--- src/rtl/rimf_pkg.sv ---
package rimf_pkg;
  localparam int          BYTE_W          = 8;
  localparam int          BUF_DEPTH       = 32;
  localparam logic [7:0]  SFR_DATA_ADDR   = 8'hD9;
  localparam logic [15:0] EXT_IRQM1_ADDR  = 16'h61A4;
  localparam logic [15:0] EXT_ERRM_ADDR   = 16'h61A5;
  localparam logic [15:0] EXT_RXCNT_ADDR  = 16'h61EA;
  localparam logic [15:0] EXT_TXCNT_ADDR  = 16'h61EB;
  localparam int          IRQM1_W         = 6;
  localparam int          ERRM_W          = 7;
  localparam logic [5:0]  IRQM1_RESET     = 6'h00;
  localparam logic [6:0]  ERRM_RESET      = 7'h00;
  localparam logic [7:0]  DATA_RESET      = 8'h00;
  localparam logic [7:0]  UNMAPPED_VALUE  = 8'h00;
  // Position of this block's line among the DMA controller triggers
  localparam int          DMA_TRIG_RADIO  = 19;
endpackage : rimf_pkg

--- src/rtl/rimf_top.sv ---
`timescale 1ns/1ps
`default_nettype none

module rimf_fifo #(
  parameter int WIDTH = 8,
  parameter int DEPTH = 32
) (
  // Clock and reset
  input  wire logic                     clk,
  input  wire logic                     rst_b,
  // Fill side
  input  wire logic                     in_valid,
  output logic                          in_ready,
  input  wire logic [WIDTH-1:0]         in_data,
  // Drain side
  output logic                          out_valid,
  input  wire logic                     out_ready,
  output logic [WIDTH-1:0]              out_data,
  // Control and level
  input  wire logic                     flush,
  output logic [$clog2(DEPTH):0]        level
);
  localparam int AW = $clog2(DEPTH);
  localparam int CW = AW + 1;

  logic [WIDTH-1:0] mem [DEPTH];
  logic [AW-1:0]    wr_ptr;
  logic [AW-1:0]    rd_ptr;
  logic [CW-1:0]    count;
  logic [AW-1:0]    next_wr_ptr;
  logic [AW-1:0]    next_rd_ptr;
  logic [CW-1:0]    next_count;
  logic             push;
  logic             pop;

  if (DEPTH < 2 || (1 << AW) != DEPTH || WIDTH < 1) begin : g_bad
    $error("rimf_fifo: DEPTH must be a power of two of at least 2");
  end

  assign in_ready  = (count != CW'(DEPTH));
  assign out_valid = (count != '0);
  assign out_data  = mem[rd_ptr];
  assign level     = count;
  assign push      = in_valid && in_ready;
  assign pop       = out_valid && out_ready;

  always_comb begin
    next_wr_ptr = wr_ptr;
    next_rd_ptr = rd_ptr;
    next_count  = count;
    // Flush wins over a push or pop in the same cycle
    if (flush) begin
      next_wr_ptr = '0;
      next_rd_ptr = '0;
      next_count  = '0;
    end else begin
      if (push) begin
        next_wr_ptr = wr_ptr + AW'(1);
      end
      if (pop) begin
        next_rd_ptr = rd_ptr + AW'(1);
      end
      next_count = count + CW'(push) - CW'(pop);
    end
  end

  always_ff @(posedge clk or negedge rst_b) begin
    if (!rst_b) begin
      wr_ptr <= '0;
      rd_ptr <= '0;
      count  <= '0;
    end else begin
      wr_ptr <= next_wr_ptr;
      rd_ptr <= next_rd_ptr;
      count  <= next_count;
    end
  end

  for (genvar i = 0; i < DEPTH; i++) begin : g_entry
    always_ff @(posedge clk) begin
      if (push && !flush && wr_ptr == AW'(i)) begin
        mem[i] <= in_data;
      end
    end
  end
endmodule : rimf_fifo

// Function
// - Mask bit 5 enables sequencer wait-resumed interrupt; resets 0.
// - Mask bit 4 enables sequencer stopped interrupt; resets 0.
// - Mask bit 3 enables sequencer manual interrupt; resets 0.
// - Mask bit 2 enables radio went idle interrupt; resets 0.
// - Mask bit 1 enables frame sent interrupt; resets 0.
// - Mask bit 0 enables acknowledgment frame sent interrupt; resets 0.
// - Error mask bit 6 enables strobe timing error; bit 7 reads zero.
// - Strobe error on disabling disabled radio or ack strobes outside reception.
// - Error mask bits 5..2 enable tx/rx buffer underflow and overflow.
// - Error mask bit 1 enables frame reception aborted interrupt.
// - Error mask bit 0 enables synthesizer lock failure interrupt.
// - Each data port write appends the byte to the transmit buffer unless it is full or a transmit flush strobe comes in the same cycle.
// - Each data port read of a nonempty receive buffer returns its next byte.
// - Receive and transmit count registers report bytes held.
// - Flush strobes empty the receive or transmit buffer.
// - Exactly one DMA trigger line, number 19, belongs to the radio.
// - DMA trigger pulses when receive buffer goes empty to nonempty.
// - DMA trigger pulses on data port read leaving bytes behind.
module rimf_top
  import rimf_pkg::*;
#(
  parameter int DEPTH = BUF_DEPTH
) (
  // Clock and reset
  input  wire logic                  clk,
  input  wire logic                  rst_b,
  // Special-function register access
  input  wire logic [7:0]            sfr_addr,
  input  wire logic                  sfr_wr,
  input  wire logic                  sfr_rd,
  input  wire logic [7:0]            sfr_wdata,
  output logic [7:0]                 sfr_rdata,
  // Extended register access
  input  wire logic [15:0]           ext_addr,
  input  wire logic                  ext_wr,
  input  wire logic                  ext_rd,
  input  wire logic [7:0]            ext_wdata,
  output logic [7:0]                 ext_rdata,
  // Radio receive byte stream
  input  wire logic                  rx_in_valid,
  output logic                       rx_in_ready,
  input  wire logic [7:0]            rx_in_data,
  // Radio transmit byte stream
  output logic                       tx_out_valid,
  input  wire logic                  tx_out_ready,
  output logic [7:0]                 tx_out_data,
  // Command strobes and radio state
  input  wire logic                  flush_rx_strobe,
  input  wire logic                  flush_tx_strobe,
  input  wire logic                  ack_strobe,
  input  wire logic                  ack_pending_strobe,
  input  wire logic                  no_ack_strobe,
  input  wire logic                  radio_off_strobe,
  input  wire logic                  radio_enabled,
  input  wire logic                  rx_active,
  // Pending flags from the flag registers
  input  wire logic [IRQM1_W-1:0]    irq1_pending,
  input  wire logic [ERRM_W-1:0]     err_pending,
  // Error events towards the flag registers
  output logic                       strobe_timing_error,
  output logic                       tx_buf_underflow,
  output logic                       tx_buf_overflow,
  output logic                       rx_buf_underflow,
  output logic                       rx_buf_overflow,
  // Interrupt requests and DMA trigger
  output logic                       radio_irq,
  output logic                       radio_err_irq,
  output logic                       dma_trigger
);
  import rimf_pkg::*;

  localparam int CW = $clog2(DEPTH) + 1;

  logic [IRQM1_W-1:0] irq_mask;
  logic [ERRM_W-1:0]  err_mask;
  logic [7:0]         data_q;
  logic [7:0]         xrd_q;
  logic [IRQM1_W-1:0] next_irq_mask;
  logic [ERRM_W-1:0]  next_err_mask;
  logic [7:0]         next_data_q;
  logic [7:0]         next_xrd_q;
  logic [4:0]         evt;
  logic [4:0]         next_evt;
  logic               rx_empty_q;
  logic               next_dma;
  logic               next_irq;
  logic               next_err_irq;
  logic [CW-1:0]      rx_count;
  logic [CW-1:0]      tx_count;
  logic               tx_in_ready;
  logic               rx_out_valid;
  logic [7:0]         rx_out_data;
  logic               data_wr;
  logic               data_rd;
  logic               rx_pop;

  if (CW > 8) begin : g_bad
    $error("rimf_top: buffer count must fit in one byte");
  end

  assign data_wr = sfr_wr && (sfr_addr == SFR_DATA_ADDR);
  assign data_rd = sfr_rd && (sfr_addr == SFR_DATA_ADDR);
  assign rx_pop  = data_rd && rx_out_valid;

  rimf_fifo #(.WIDTH(BYTE_W), .DEPTH(DEPTH)) u_tx_buf (
    .clk       (clk),
    .rst_b     (rst_b),
    .in_valid  (data_wr),
    .in_ready  (tx_in_ready),
    .in_data   (sfr_wdata),
    .out_valid (tx_out_valid),
    .out_ready (tx_out_ready),
    .out_data  (tx_out_data),
    .flush     (flush_tx_strobe),
    .level     (tx_count)
  );

  rimf_fifo #(.WIDTH(BYTE_W), .DEPTH(DEPTH)) u_rx_buf (
    .clk       (clk),
    .rst_b     (rst_b),
    .in_valid  (rx_in_valid),
    .in_ready  (rx_in_ready),
    .in_data   (rx_in_data),
    .out_valid (rx_out_valid),
    .out_ready (data_rd),
    .out_data  (rx_out_data),
    .flush     (flush_rx_strobe),
    .level     (rx_count)
  );

  always_comb begin
    next_irq_mask = irq_mask;
    next_err_mask = err_mask;
    next_data_q   = data_q;
    next_xrd_q    = xrd_q;
    if (ext_wr && ext_addr == EXT_IRQM1_ADDR) begin
      next_irq_mask = ext_wdata[IRQM1_W-1:0];
    end
    if (ext_wr && ext_addr == EXT_ERRM_ADDR) begin
      next_err_mask = ext_wdata[ERRM_W-1:0];
    end
    if (rx_pop) begin
      next_data_q = rx_out_data;
    end
    if (ext_rd) begin
      unique case (ext_addr)
        EXT_IRQM1_ADDR: next_xrd_q = {2'h0, irq_mask};
        EXT_ERRM_ADDR:  next_xrd_q = {1'h0, err_mask};
        EXT_RXCNT_ADDR: next_xrd_q = 8'(rx_count);
        EXT_TXCNT_ADDR: next_xrd_q = 8'(tx_count);
        default:         next_xrd_q = UNMAPPED_VALUE;
      endcase
    end
  end

  always_comb begin
    // Event order: strobe, tx under, tx over, rx under, rx over
    next_evt[4] = (radio_off_strobe && !radio_enabled)
                  || ((ack_strobe || ack_pending_strobe || no_ack_strobe) && !rx_active);
    next_evt[3] = tx_out_ready && !tx_out_valid;
    next_evt[2] = data_wr && !tx_in_ready && !flush_tx_strobe;
    next_evt[1] = data_rd && !rx_out_valid;
    next_evt[0] = rx_in_valid && !rx_in_ready && !flush_rx_strobe;
    // A pop refilled by a same-cycle push still leaves a byte behind
    next_dma     = (rx_empty_q && rx_count != '0)
                   || (rx_pop && !flush_rx_strobe
                       && (rx_count > CW'(1) || (rx_in_valid && rx_in_ready)));
    next_irq     = |(irq1_pending & irq_mask);
    next_err_irq = |(err_pending & err_mask);
  end

  always_ff @(posedge clk or negedge rst_b) begin
    if (!rst_b) begin
      irq_mask      <= IRQM1_RESET;
      err_mask      <= ERRM_RESET;
      data_q        <= DATA_RESET;
      xrd_q         <= UNMAPPED_VALUE;
      evt           <= '0;
      rx_empty_q    <= 1'b1;
      dma_trigger   <= 1'b0;
      radio_irq     <= 1'b0;
      radio_err_irq <= 1'b0;
    end else begin
      irq_mask      <= next_irq_mask;
      err_mask      <= next_err_mask;
      data_q        <= next_data_q;
      xrd_q         <= next_xrd_q;
      evt           <= next_evt;
      rx_empty_q    <= (rx_count == '0);
      dma_trigger   <= next_dma;
      radio_irq     <= next_irq;
      radio_err_irq <= next_err_irq;
    end
  end

  assign sfr_rdata           = data_q;
  assign ext_rdata           = xrd_q;
  assign strobe_timing_error = evt[4];
  assign tx_buf_underflow    = evt[3];
  assign tx_buf_overflow     = evt[2];
  assign rx_buf_underflow    = evt[1];
  assign rx_buf_overflow     = evt[0];

  a_irq_gate: assert property (@(posedge clk) disable iff (!rst_b)
    ##1 radio_irq == $past(|(irq1_pending & irq_mask)))
    else $error("radio_irq does not follow flags and mask");
  a_irq_mask_write: assert property (@(posedge clk) disable iff (!rst_b)
    ext_wr && ext_addr == EXT_IRQM1_ADDR ##1 !ext_wr [*2]
    ##1 ext_rd && ext_addr == EXT_IRQM1_ADDR
    |=> ext_rdata == {2'h0, $past(ext_wdata[IRQM1_W-1:0], 4)})
    else $error("interrupt mask readback wrong");
  a_err_mask_gate: assert property (@(posedge clk) disable iff (!rst_b)
    ext_wr && ext_addr == EXT_ERRM_ADDR && ext_wdata == 8'h00
    ##1 !(ext_wr && ext_addr == EXT_ERRM_ADDR) |=> !radio_err_irq)
    else $error("error interrupt with all error masks cleared");
  a_strobe_err: assert property (@(posedge clk) disable iff (!rst_b)
    (no_ack_strobe && !rx_active) || (radio_off_strobe && !radio_enabled)
    |=> strobe_timing_error)
    else $error("strobe timing error missing");
  a_tx_append: assert property (@(posedge clk) disable iff (!rst_b)
    data_wr && tx_in_ready && !flush_tx_strobe && !(tx_out_valid && tx_out_ready)
    |=> tx_count == $past(tx_count) + CW'(1))
    else $error("data port write not appended");
  a_rx_read: assert property (@(posedge clk) disable iff (!rst_b)
    rx_pop |=> sfr_rdata == $past(rx_out_data))
    else $error("data port read returned wrong byte");
  a_flush_empty: assert property (@(posedge clk) disable iff (!rst_b)
    flush_rx_strobe ##1 !rx_in_valid |-> rx_count == '0 && !rx_out_valid)
    else $error("receive flush left bytes");
  a_dma_first: assert property (@(posedge clk) disable iff (!rst_b)
    $past(rx_count) == '0 && rx_count != '0 |=> dma_trigger)
    else $error("no DMA trigger on first receive byte");
  a_dma_more: assert property (@(posedge clk) disable iff (!rst_b)
    !dma_trigger ##1 dma_trigger |-> $past(rx_pop) || $past(rx_count, 2) == '0)
    else $error("DMA trigger without cause");
endmodule : rimf_top

`default_nettype wire

--- config.mk ---
export PLATFORM = sky130hd
export DESIGN_NAME = rimf_top
export DESIGN_NICKNAME = d
export VERILOG_FILES = /design/src/rtl/rimf_pkg.sv /design/src/rtl/rimf_top.sv
export SDC_FILE = /design/constraint.sdc
export NUM_CORES = 1
export LEC_CHECK = 0
export ABC_AREA = 1
export BUFFER_PORTS_ARGS = -buffer_cell sky130_fd_sc_hd__buf_2
export CAP_MARGIN = 20
export CORE_UTILIZATION = 52
export DETAILED_ROUTE_END_ITERATION = 16
export PLACE_DENSITY_LB_ADDON = 0.25
export SYNTH_ARGS = -nofsm -noshare
export SYNTH_HDL_FRONTEND = slang
export SYNTH_SLANG_ARGS = --single-unit
--- constraint.sdc ---
create_clock -name clk -period 4.7 [get_ports clk]
set_input_delay 0.47 -clock clk [delete_from_list [all_inputs] [get_ports clk]]
set_output_delay 0.47 -clock clk [all_outputs]
set_load 0.01 [all_outputs]
# Yosys cells after proc, flatten, opt, wreduce, memory -nomap -nowiden
# Memories as Yosys holds them, arrays and structs flattened. A register that Yosys moved wholly into a read port is not among the register bits.
# Index checks and enable logic that the tools add are counted.
# Widths: inputs -> output; s select.
dict set report totals {
  ff_bits 62
  mem_bits_rw 512
  in_bits 77
  output_inout_bits 34
  elab_cells 593
  memories 2
}
dict set report op_classes {
  add_sub_neg 8
  n_lt_le_gt_ge 1
  eq_ne 69
  muxes 325
  n_bitwise 2
  n_reduce_logical 172
}
# name depth word_bits rd rd_clocked_by_memory_dff wr line
set memory_table {}
lappend memory_table {u_rx_buf.mem 32 8 1 1 1 rimf_top.sv:26} ;# logic [WIDTH-1:0] mem [DEPTH];
lappend memory_table {u_tx_buf.mem 32 8 1 0 1 rimf_top.sv:26}
# op n
set op_table {}
lappend op_table {{$mux 8} 62}
lappend op_table {{$reduce_or 8->1} 62}
lappend op_table {{$mux 5} 70}
lappend op_table {{$mux 1} 190}
lappend op_table {{$eq 5x5->1 const B} 32}
lappend op_table {{$logic_and 1x1->1} 85}
lappend op_table {{$eq 5x4->1 const B} 16}
lappend op_table {{$eq 16x15->1 const B} 4}
lappend op_table {{$eq 5x3->1 const B} 8}
lappend op_table {{$pmux 7 s4} 1}
lappend op_table {{$add 5x1->5 const B} 4}
lappend op_table {{$eq 5x2->1 const B} 4}
lappend op_table {{$add 6x1->6} 2}
lappend op_table {{$mux 6} 2}
lappend op_table {{$ne 6x6->1 const B} 2}
lappend op_table {{$reduce_bool 6->1} 2}
lappend op_table {{$sub 6x1->6} 2}
lappend op_table {{$eq 5x1->1 const B} 2}
lappend op_table {{$logic_not 5->1} 2}
lappend op_table {{$logic_not 1->1} 9}
lappend op_table {{$eq 8x8->1 const B} 1}
lappend op_table {{$reduce_bool 2->1} 4}
lappend op_table {{$and 7x7->7} 1}
lappend op_table {{$reduce_or 7->1} 1}
lappend op_table {{other kinds (5)} 9}

# Logic depth before layout (Yosys ltp)
# Gate-level depths: netlist (run 1).
dict set report depth {
  depth_word 39
  ltp_mapped 14
  depth_no_buf 14
}

# Modules after synthesis
# Synthesis (run 1) repeated with hierarchy kept, for this count alone.
dict set report hier_totals {
  cells_unflattened 2561
  hier_area_um2 25923.6
}
# mod n_inst cells_per_inst area_each_um2 seq_area_each_um2
set by_module_without_submodules {}
lappend by_module_without_submodules {{rimf_fifo at u_tx_buf} 1 1160 11961.5 8087.8}
lappend by_module_without_submodules {{rimf_fifo at u_rx_buf} 1 1157 11957.7 8087.8}
lappend by_module_without_submodules {rimf_top 1 244 2004.4 927.1}

# Worst setup path before layout (run 1)
# No wires, ideal clock.
dict set report synth_path {
  kind {register to register}
  startpoint {register u_rx_buf.count[2], in the netlist u_rx_buf.level[2]}
  endpoint {register u_rx_buf.count[4], in the netlist u_rx_buf.level[4]}
  setup_ns 0.133
  arrival_ns 2.494
  required_time_ns 4.567
  path_slack_ns 2.073
  path_stages_with_launch 15
  n_path_buf 0
  synth_period_minus_slack_ns 2.627
  path_cell_list {dfrtp_1 > inv_1 > ha_1 > nand4_1 > nand4_2 > inv_2 > ha_1 > inv_1 > ha_1 > fa_1 > nand2_1 > nand2_1 > a21oi_1 > xor2_1 > nor2_1}
}
dict set report synth_via {
  word_cells_on_any_way 7
  cone_classes {2 x add/sub; 1 x eq/ne; 1 x mux; 3 x reduce/logical}
}
# item line
set synth_rtl {}
lappend synth_rtl {{start: declaration} rimf_top.sv:29} ;# logic [CW-1:0] count;
lappend synth_rtl {{start signal: assignment} rimf_top.sv:75} ;# count <= next_count;
lappend synth_rtl {{$reduce_bool 6->1} rimf_top.sv:41} ;# assign out_valid = (count != '0);
lappend synth_rtl {{$logic_and 1x1->1} -}
lappend synth_rtl {{named net rx_pop} rimf_top.sv:183} ;# logic rx_pop;
lappend synth_rtl {{$sub 6x1->6} rimf_top.sv:63} ;# next_count = count + CW'(push) - CW'(pop);
lappend synth_rtl {{$mux 6} rimf_top.sv:52} ;# if (flush) begin
lappend synth_rtl {{named net u_rx_buf.next_count[4]} rimf_top.sv:32} ;# logic [CW-1:0] next_count;
# The timed path passes the listed nets, and every way through them passes these cells.
# A chain may end at the register's enable or synchronous reset.

# Worst setup path after layout (run 1)
dict set report layout_path {
  startpoint {register u_tx_buf.rd_ptr[0]}
  endpoint {output port tx_out_data[2]}
}
dict set report layout_via {
  elab_chain_cells 1
}
# item line
set layout_rtl {}
lappend layout_rtl {{start: declaration} rimf_top.sv:28} ;# logic [AW-1:0] rd_ptr;
lappend layout_rtl {{start signal: assignment} rimf_top.sv:74} ;# rd_ptr <= next_rd_ptr;
lappend layout_rtl {{$mem_v2 32x8} -}
lappend layout_rtl {{end: declaration} rimf_top.sv:134} ;# output logic [7:0] tx_out_data,
# No other way between the ends.

==> results of run 1 <==
per-stage QoR:
step	util, %	cells
floorplan	-	2356
global placement	54.56	2977
detailed placement	54.56	2977
CTS	58.65	3086
global route	58.65	3086
finish	58.65	3087
logic make-up after synthesis:
logic type	Yosys count	share of synthesized area [%]
DFF	581	67.90
xor gates and xnor gates	9	0.3130
AOI/OAI and AO/OA	248	5.375
adders and majority gates	34	1.749
and+or+nand+nor	1164	19.31
other	1	0.01489
buffers and inverters	319	5.330
sequential cells by signal, summed over array words and instances (netlist names), 6 cells and up:
| name | cells |
|---|---|
| err_mask | 7 |
| u_tx_buf.mem | 256 |
| u_tx_buf.level | 6 |
| irq_mask | 6 |
| u_rx_buf.level | 6 |
| u_rx_buf.mem | 256 |
| ext_rdata | 7 |
| sfr_rdata | 8 |
critical path, cell delays in order, from the launching register on:
cell and delay (ns):
dfrtp_4 0.84, buf_4 0.41, o21ai_0 0.15, o211ai_1 0.37, nand3_1 0.12, nand2_1 0.15, nand2_1 0.07, inv_1 0.08
buf_2 0.13
area by class of cell:
cell class                      count  area, µm²
Inverter                          206      774.5
Sequential cell                   581      17110
Timing Repair Buffer              121      670.6
Clock buffer                       73       1558
Multi-Input combinational cell   1456       6741
Clock inverter                     34      374.1
Antenna cell                        1      2.502
Fill cell                        3905      19740
Tap cell                          615      769.5
cell usage after synthesis, types with 9 or more instances:
cell,number
a21oi_1,42
buf_2,61
clkbuf_1,30
dfrtp_1,68
edfxtp_1,512
ha_1,32
inv_1,197
nand2_1,544
nand3_1,266
nand4_1,12
nor2_1,307
o211ai_1,32
o21ai_0,152
o21ai_1,9
metal layers:
metal  global-route usage, %  routed length (µm)  vias to the layer above
li1                        -                   -                     8111
met1                   31.89               24330                     8191
met2                   40.96               29630                      536
met3                   3.883                3447                      108
met4                   9.073                1882                        0
met5                       0                   0                        -
report_power, final:
group | leakage [nW] | internal, W | total (W) | switching (W)
Clock | 0.942 | 0.00273 | 0.00469 | 0.00196
Sequential | 5.54 | 0.00570 | 0.00579 | 0.0000904
Combinational | 4.42 | 0.000468 | 0.00146 | 0.000987
Total | 10.9 | 0.00890 | 0.0119 | 0.00304
worst max path at each step:
stage	start	slack (ns)	end
global route	u_tx_buf.rd_ptr[0]	0.97	tx_out_data[7]
CTS	u_tx_buf.rd_ptr[0]	1.20	tx_out_data[7]
global placement	sfr_addr[1]	1.39	u_rx_buf.level[4]
detailed placement	u_rx_buf.level[2]	1.40	u_rx_buf.level[4]
finish	u_tx_buf.rd_ptr[0]	1.22	tx_out_data[2]
floorplan	u_rx_buf.level[2]	2.07	u_rx_buf.level[4]
==> flow_metrics.py, run 1 <==
metrics = {
    "sta": {
        "fin_skew_ns": 0.06419,
        "finalHoldViolations": 1,
        "max_freq_mhz": 287.0,
        "fin_crit_ns": 3.484,
        "worst_slew_pin_slew_ns": 1.129,
        "fin_hold_ws_ns": -0.001779,
        "fin_crit_sh_pct": 74.13,
        "drv_slew": 0,
        "slew_headroom_pct": 24.72,
        "setup_violations": 0,
        "fin_tns_setup_ns": 0,
        "rsz0062_at_grt": "no",
        "timing.final.ws_setup_ns": 1.216,
    },
    "place": {
        "dp_hpwl_mm": 35.54,
        "gp_congestion": 0.8307,
        "placed_area_um2": 26050,
        "dpl_worst_slack_ns": 1.396,
        "portBuffers": 108,
    },
    "grt": {
        "grt_first_pass_wirelength_mm": 92.18,
        "overflow": 0,
        "antenna_found_initial": 0,
        "grt_use_total_pct": 24.33,
        "grt_pass1_vias": 16477,
        "grt_max_degree": 123,
    },
    "setup_path": {
        "cp.required_ns": 4.23,
        "cp_data_arrival_time_ns": 3.01,
        "cp_max_fo": 65,
        "timing.rr.start": "u_rx_buf.level[2]",
        "rr_worst_depth": 14,
        "setup.worst_path.end_class": "primary output",
        "crit_type": "reg -> out",
        "rr_endpoint": "u_rx_buf.level[4]",
        "critPathLaunchType": "flip-flop",
        "r2r_slack_ns": 1.38,
    },
    "drt": {
        "drtIter0Drc": 1545,
        "ant_nets": 0,
        "vias": 16946,
        "first_pass_iters": 5,
        "viasPerCell": 5.489,
        "drc_errors": 0,
        "wl_per_cell_um": 19.21,
        "drt_wl_total_mm": 59.29,
    },
    "die": {
        "ios": 111,
        "die_y_um": 222.1,
        "core_area_um2": 47750,
        "rows": 80,
        "die_area_um2": 49320,
        "die_w_um": 222.1,
        "start_util_pct": 52.75,
    },
    "clock_tree": {
        "cts_buffer_depth": 3,
        "numCtsBuffers": 58,
        "htree_levels": 2,
        "hold_buffers": 2,
        "clock-sinks": 581,
        "cts_tree": "done",
        "ctsResizeCount": 0,
        "cts_setup_buffers": 0,
        "path_clk_slew_ns": 0.06,
        "root_buffer": "clkbuf_16",
        "clock_latency_ns": 0.64,
    },
    "synthesis": {
        "synth_top_area_share_pct": 61.04,
        "ys_top_cells_by_area": "edfxtp_1, nand2_1, dfrtp_1",
        "synth_seq_cells": 581,
        "syn_area_um2": 25190,
        "synth_area_leader_cell": "edfxtp_1",
        "synth_ff_type": "edfxtp_1",
        "syn_nets": 2467,
        "syn_area_per_cell_um2": 10.69,
        "ys_warn_count": 0,
        "synth_cell_types": 41,
        "syn_inst": 2356,
        "synth_edf_count": 512,
        "async_flop_share_pct": 11.88,
        "yosysSeqAreaShare_pct": 67.90,
    },
    "hold_path": {
        "hold_path.class": "in -> async",
    },
    "cells_and_area": {
        "areaGrowthSynthToFinish_pct": 11.18,
        "finalNetCount": 2535,
        "layout_commonest_cell": "nand2_1",
        "stdcell_area_um2": 28000,
        "layout_common_cells": "nand2_1, edfxtp_1, nor2_1",
        "drive_gt1_share_pct": 9.308,
    },
    "outcome": {
        "violations": "hold timing",
        "status": "finished with violations",
    },
    "pwr": {
        "p_leak_nw": 10.90,
        "ir_drop_uv": 314.4,
        "power_w": 0.01193,
        "powerDensity_nw_per_um2": 426.1,
    },
    "flow_run": {
        "drv_cap": 0,
    },
}
No activity file was read; power rests on OpenSTA's default activity.
==> inputs of run 2 (changes only) <==
clock period = 3.2 ns   (was 4.7 ns; I/O delays follow)
==> run 2 against run 1 <==
The run now ends clean; flip-flop and latch count did not move; routed wire length grew 1.2%; utilization grew 1.5 points; clock power grew 47%; power up 48%; sequential share of layout area is 1.5 points lower.
==> flow_metrics.py, run 2 (synthesized netlist as in run 1, its figures left out) <==
metrics = {
    "outcome": {
        "status": "finished, final reports clean",
    },
    "sta": {
        "worst_slew_pin_slew_ns": 0.9882,
        "rsz0062_at_grt": "no",
        "drv_slew": 0,
        "finalHoldViolations": 0,
        "fin_tns_setup_ns": 0,
        "fin_crit_sh_pct": 95.27,
        "slew_headroom_pct": 34.12,
        "setup_violations": 0,
        "fin_skew_ns": 0.02316,
        "timing.final.ws_setup_ns": 0.1513,
        "max_freq_mhz": 328.0,
        "fin_crit_ns": 3.049,
    },
    "drt": {
        "wl_per_cell_um": 18.92,
        "drtIter0Drc": 1644,
        "vias": 17390,
        "drc_errors": 0,
        "viasPerCell": 5.486,
        "drt_wl_total_mm": 59.97,
        "first_pass_iters": 6,
        "ant_nets": 0,
    },
    "grt": {
        "antenna_found_initial": 0,
        "grt.busiest_layer": "met2",
        "grt_use_total_pct": 24.41,
        "overflow": 0,
        "gr-usage-met3_pct": 2.730,
        "met1_usage_pct": 31.03,
        "globalRouteMet2Util_pct": 42.75,
        "grt_first_pass_wirelength_mm": 93.04,
        "grt_max_degree": 140,
        "grt_pass1_vias": 17194,
    },
    "setup_path": {
        "max_stage_delay_ns": 0.64,
        "cp_max_fo": 84,
        "crit_top_cell": "nand2_1",
        "r2r_slack_ns": 0.44,
        "cp_data_arrival_time_ns": 2.73,
        "crit_type": "reg -> out",
        "cp_cell_sequence": "inv_2 > buf_12 > o21ai_0 > o211ai_1 > nand3_1 > nand2_1 > nand2_1 > inv_1 > buf_2",
        "critical_path_depth": 9,
        "path_buf_inv": 4,
        "slowest_stage": "dfrtp_4",
        "cp.required_ns": 2.88,
        "rr_endpoint": "u_rx_buf.level[4]",
        "timing.rr.start": "u_rx_buf.level[2]",
        "rr_worst_depth": 14,
        "critPathLaunchType": "flip-flop",
        "setup.worst_path.end_class": "primary output",
        "path_delay_family": "buffers and inverters",
    },
    "pwr": {
        "ir_drop_uv": 733.9,
        "p_leak_nw": 11.32,
        "power_w": 0.01761,
        "powerDensity_nw_per_um2": 613.5,
    },
    "die": {
        "die_w_um": 222.1,
        "core_area_um2": 47750,
        "rows": 80,
        "ios": 111,
        "start_util_pct": 52.75,
        "die_y_um": 222.1,
        "die_area_um2": 49320,
    },
    "clock_tree": {
        "cts_setup_buffers": 0,
        "path_clk_slew_ns": 0.06,
        "cts_tree": "done",
        "clock-sinks": 581,
        "cts_buffer_depth": 3,
        "numCtsBuffers": 59,
        "root_buffer": "clkbuf_16",
        "htree_levels": 2,
        "clock_latency_ns": 0.62,
    },
    "cells_and_area": {
        "layout_common_cells": "nand2_1, edfxtp_1, nor2_1",
        "antennaDiodeCount": 0,
        "layout_commonest_cell": "nand2_1",
        "areaGrowthSynthToFinish_pct": 14.00,
        "finalNetCount": 2615,
        "fin_cells": 3170,
        "drive_gt1_share_pct": 11.66,
    },
    "place": {
        "dpl_worst_slack_ns": 0.4511,
        "portBuffers": 108,
        "dp_hpwl_mm": 36.77,
        "dpl.cell_count": 3038,
        "gp_congestion": 0.8972,
    },
    "hold_path": {
        "hold_path.class": "in -> reg",
        "min_to": "evt[2]",
        "whs_path_depth": 3,
        "worstHoldStart": "sfr_wr",
    },
    "flow_run": {
        "drv_cap": 0,
    },
}
==> run 2: how the worst max path moves through the flow <==
stage | startpoint | to | slack (ns)
final | u_tx_buf.rd_ptr[0] | tx_out_data[5] | 0.15
after global placement | u_rx_buf.level[2] | u_rx_buf.level[4] | 0.46
after detailed placement | u_rx_buf.level[2] | u_rx_buf.level[4] | 0.45
after CTS | u_tx_buf.rd_ptr[3] | tx_out_data[0] | 0.03
after global routing | u_tx_buf.rd_ptr[0] | tx_out_data[5] | 0.06
after floorplan | u_rx_buf.level[2] | u_rx_buf.level[4] | 0.57
==> run 2: what timing repair did <==
item	CTS	global route
setup endpoints to repair	0	7
hold buffers	20	0
endpoints found under the hold margin	90	0
resized for setup	0	1
==> run 2: layer usage <==
metal  wire length (µm)  vias up
met2              30600      532
met3               2882      133
met5                  0        -
met4               2147        0
li1                   -     8286
met1              24340     8439
==> run 2: metrics by stage <==
stage          instance area (µm²)  hold WS [ns]  util, %
2_1_floorplan                25190       0.02441        -
3_3_place_gp                 26540        0.4613    55.59
3_5_place_dp                 26540        0.4616    55.59
4_1_cts                      28710       0.01464    60.13
5_1_grt                      28710       0.03323    60.14
6_report                     28710       0.04617    60.14
==> run 2: tightest hold or removal path: cells and delay by family <==
kind                   cells  cell delay [ns]
and+or+nand+nor            2             0.18
buffers and inverters      1             0.11
==> run 2: cell type report <==
type / instances / area (µm²)
fill: 3806 / 19030
clock inverter: 30 / 261.5
timing repair buffer: 200 / 1346
inverter: 206 / 774.5
sequential: 581 / 17110
tap: 615 / 769.5
clock buffer: 82 / 1704
multi-input combinational: 1456 / 6744
==> run 2: power by group <==
part           switching, W  internal, W
sequential         0.000104      0.00837
combinational       0.00148     0.000754
clock               0.00288      0.00403
==> inputs of run 3 (changes only) <==
CELL_PAD_IN_SITES_DETAIL_PLACEMENT = 1   (was not set)
CELL_PAD_IN_SITES_GLOBAL_PLACEMENT = 1   (was not set)
CORE_UTILIZATION = 45   (was 52)
HOLD_SLACK_MARGIN = 0.15   (was not set)
==> run 3 against run 2 <==
Cell area increased by 1.4%; highest routed layer unchanged; critical endpoint is now tx_out_data[6]; register-to-register slack got worse by 0.05 ns; worst hold slack improved by 0.15 ns; setup slack improved by 0.029 ns; clock power increased by 4.5%; cell count increased by 4.6%; die area increased by 15%; non-clock buffer count increased by 16; critical path depth increased by 1.
==> flow_metrics.py, run 3 (synthesized netlist as in run 1, its figures left out) <==
metrics = {
    "setup_path": {
        "setup.worst_path.end_class": "primary output",
        "timing.rr.start": "u_rx_buf.level[2]",
        "cp.required_ns": 2.88,
        "crit_type": "reg -> out",
        "cp_max_fo": 12,
        "crit_start": "u_tx_buf.rd_ptr[2]",
        "rr_worst_depth": 14,
        "cp_data_arrival_time_ns": 2.70,
        "critPathLaunchType": "flip-flop",
    },
    "drt": {
        "ant_nets": 0,
        "drc_errors": 0,
        "first_pass_iters": 5,
        "viasPerCell": 5.355,
        "drtIter0Drc": 1029,
        "drt_wl_total_mm": 69.95,
        "vias": 17761,
        "wl_per_cell_um": 21.09,
    },
    "die": {
        "ios": 111,
        "rows": 86,
        "die_area_um2": 56920,
        "die_w_um": 238.6,
        "die_y_um": 238.6,
        "start_util_pct": 45.63,
        "core_area_um2": 55200,
    },
    "clock_tree": {
        "cts_tree": "done",
        "root_buffer": "clkbuf_16",
        "clock-sinks": 581,
        "path_clk_slew_ns": 0.06,
        "htree_levels": 2,
        "numCtsBuffers": 60,
        "cts_buffer_depth": 3,
        "clock_latency_ns": 0.65,
    },
    "sta": {
        "max_freq_mhz": 331.1,
        "worst_slew_pin_slew_ns": 0.9474,
        "slew_headroom_pct": 36.84,
        "drv_slew": 0,
        "setup_violations": 0,
        "fin_tns_setup_ns": 0,
        "fin_crit_ns": 3.020,
        "fin_crit_sh_pct": 94.37,
        "rsz0062_at_grt": "no",
        "fin_hold_ws_ns": 0.1993,
        "finalHoldViolations": 0,
        "fin_skew_ns": 0.03297,
    },
    "flow_run": {
        "drv_cap": 0,
    },
    "cells_and_area": {
        "drive_gt1_share_pct": 12.18,
        "areaGrowthSynthToFinish_pct": 15.60,
        "antennaDiodeCount": 0,
        "finalNetCount": 2632,
        "fin_cells": 3317,
        "layout_commonest_cell": "nand2_1",
        "num-fill-cells": 5935,
        "layout_common_cells": "nand2_1, edfxtp_1, nor2_1",
        "stdcell_area_um2": 29120,
    },
    "grt": {
        "overflow": 0,
        "grt_pass1_vias": 18879,
        "grt_max_degree": 91,
        "grt_use_total_pct": 24.73,
        "grt_first_pass_wirelength_mm": 106.7,
        "antenna_found_initial": 0,
    },
    "pwr": {
        "ir_drop_uv": 563.2,
        "powerDensity_nw_per_um2": 621.8,
        "p_leak_nw": 11.46,
    },
    "hold_path": {
        "worstHoldStart": "ext_addr[0]",
        "whs_path_depth": 5,
        "hold_path.class": "in -> reg",
    },
    "outcome": {
        "status": "finished, final reports clean",
    },
    "place": {
        "gp_congestion": 0.8095,
        "dpl.cell_count": 3179,
        "placed_area_um2": 26760,
        "dp_hpwl_mm": 43.12,
        "portBuffers": 108,
    },
}
==> run 3: cell count changes in the layout (fill, tap and decap cells not counted), sizes merged <==
cell and delta:
buf +10, dlygate4sd3 +5, bufinv +3, clkbuf -3
clkinv -3, bufbuf +1, clkinvlp +1
==> run 3: through the flow <==
step	util, %	setup slack (ns)	total power (W)
global route	52.74	0.08061	0.01874
finish	52.74	0.1801	0.01810
floorplan	-	0.5730	0.01010
CTS	52.72	0.03004	0.01825
global placement	48.47	0.4734	0.01085
detailed placement	48.47	0.3802	0.01095
==> run 3: path summary, 6_finish.rpt <==
| kind | end | slack [ns] |
|---|---|---|
| min in group asynchronous | evt[3] | 0.32 |
| max in group asynchronous | u_rx_buf.wr_ptr[1] | 2.11 |
| min | ext_rdata[6] | 0.20 |
| min reg2reg | sfr_rdata[4] | 0.48 |
| max | tx_out_data[6] | 0.18 |
| max reg2reg | u_rx_buf.level[4] | 0.39 |
==> run 3: critical path: stages (launching register included) <==
cell     delay [ns]
dfrtp_2        0.52
nand2_1        0.10
buf_4          0.16
inv_1          0.23
nand3_1        0.19
nand2_1        0.11
a21oi_1        0.28
nand2_1        0.12
nand2_1        0.12
inv_1          0.06
buf_2          0.14
==> run 3: repair_timing <==
action	in CTS	in global routing
setup endpoints to repair	8	5
endpoints found under the hold margin	98	0
buffers inserted	1	1
resized for setup	6	2
hold buffers	25	0
cloned	1	0
==> run 3: final cells by class <==
| class | count | area [µm²] | share of cell area, % |
|---|---|---|---|
| flip-flops and latches | 581 | 17110 | 58.78 |
| multi-input cells | 1456 | 6744 | 23.16 |
| clock buffers | 79 | 1654 | 5.681 |
| repair buffers | 216 | 1521 | 5.226 |
| well taps | 748 | 935.9 | 3.214 |
| inverters | 206 | 775.7 | 2.664 |
| clock inverters | 31 | 370.4 | 1.272 |
==> run 3: power by group <==
group          leakage [nW]  total (W)  internal, W  switching, W
clock network         0.985    0.00721      0.00420       0.00301
registers              5.54    0.00847      0.00838     0.0000974
logic                  4.94    0.00242     0.000788       0.00163
==> run 3: routing by layer <==
metal	GRT usage (%)	part of all wire, %	vias up
met5	0	0	-
met4	9.130	3.4	0
met3	3.233	3.7	132
met2	44.91	52	375
met1	29.86	40	8947
li1	-	-	8307
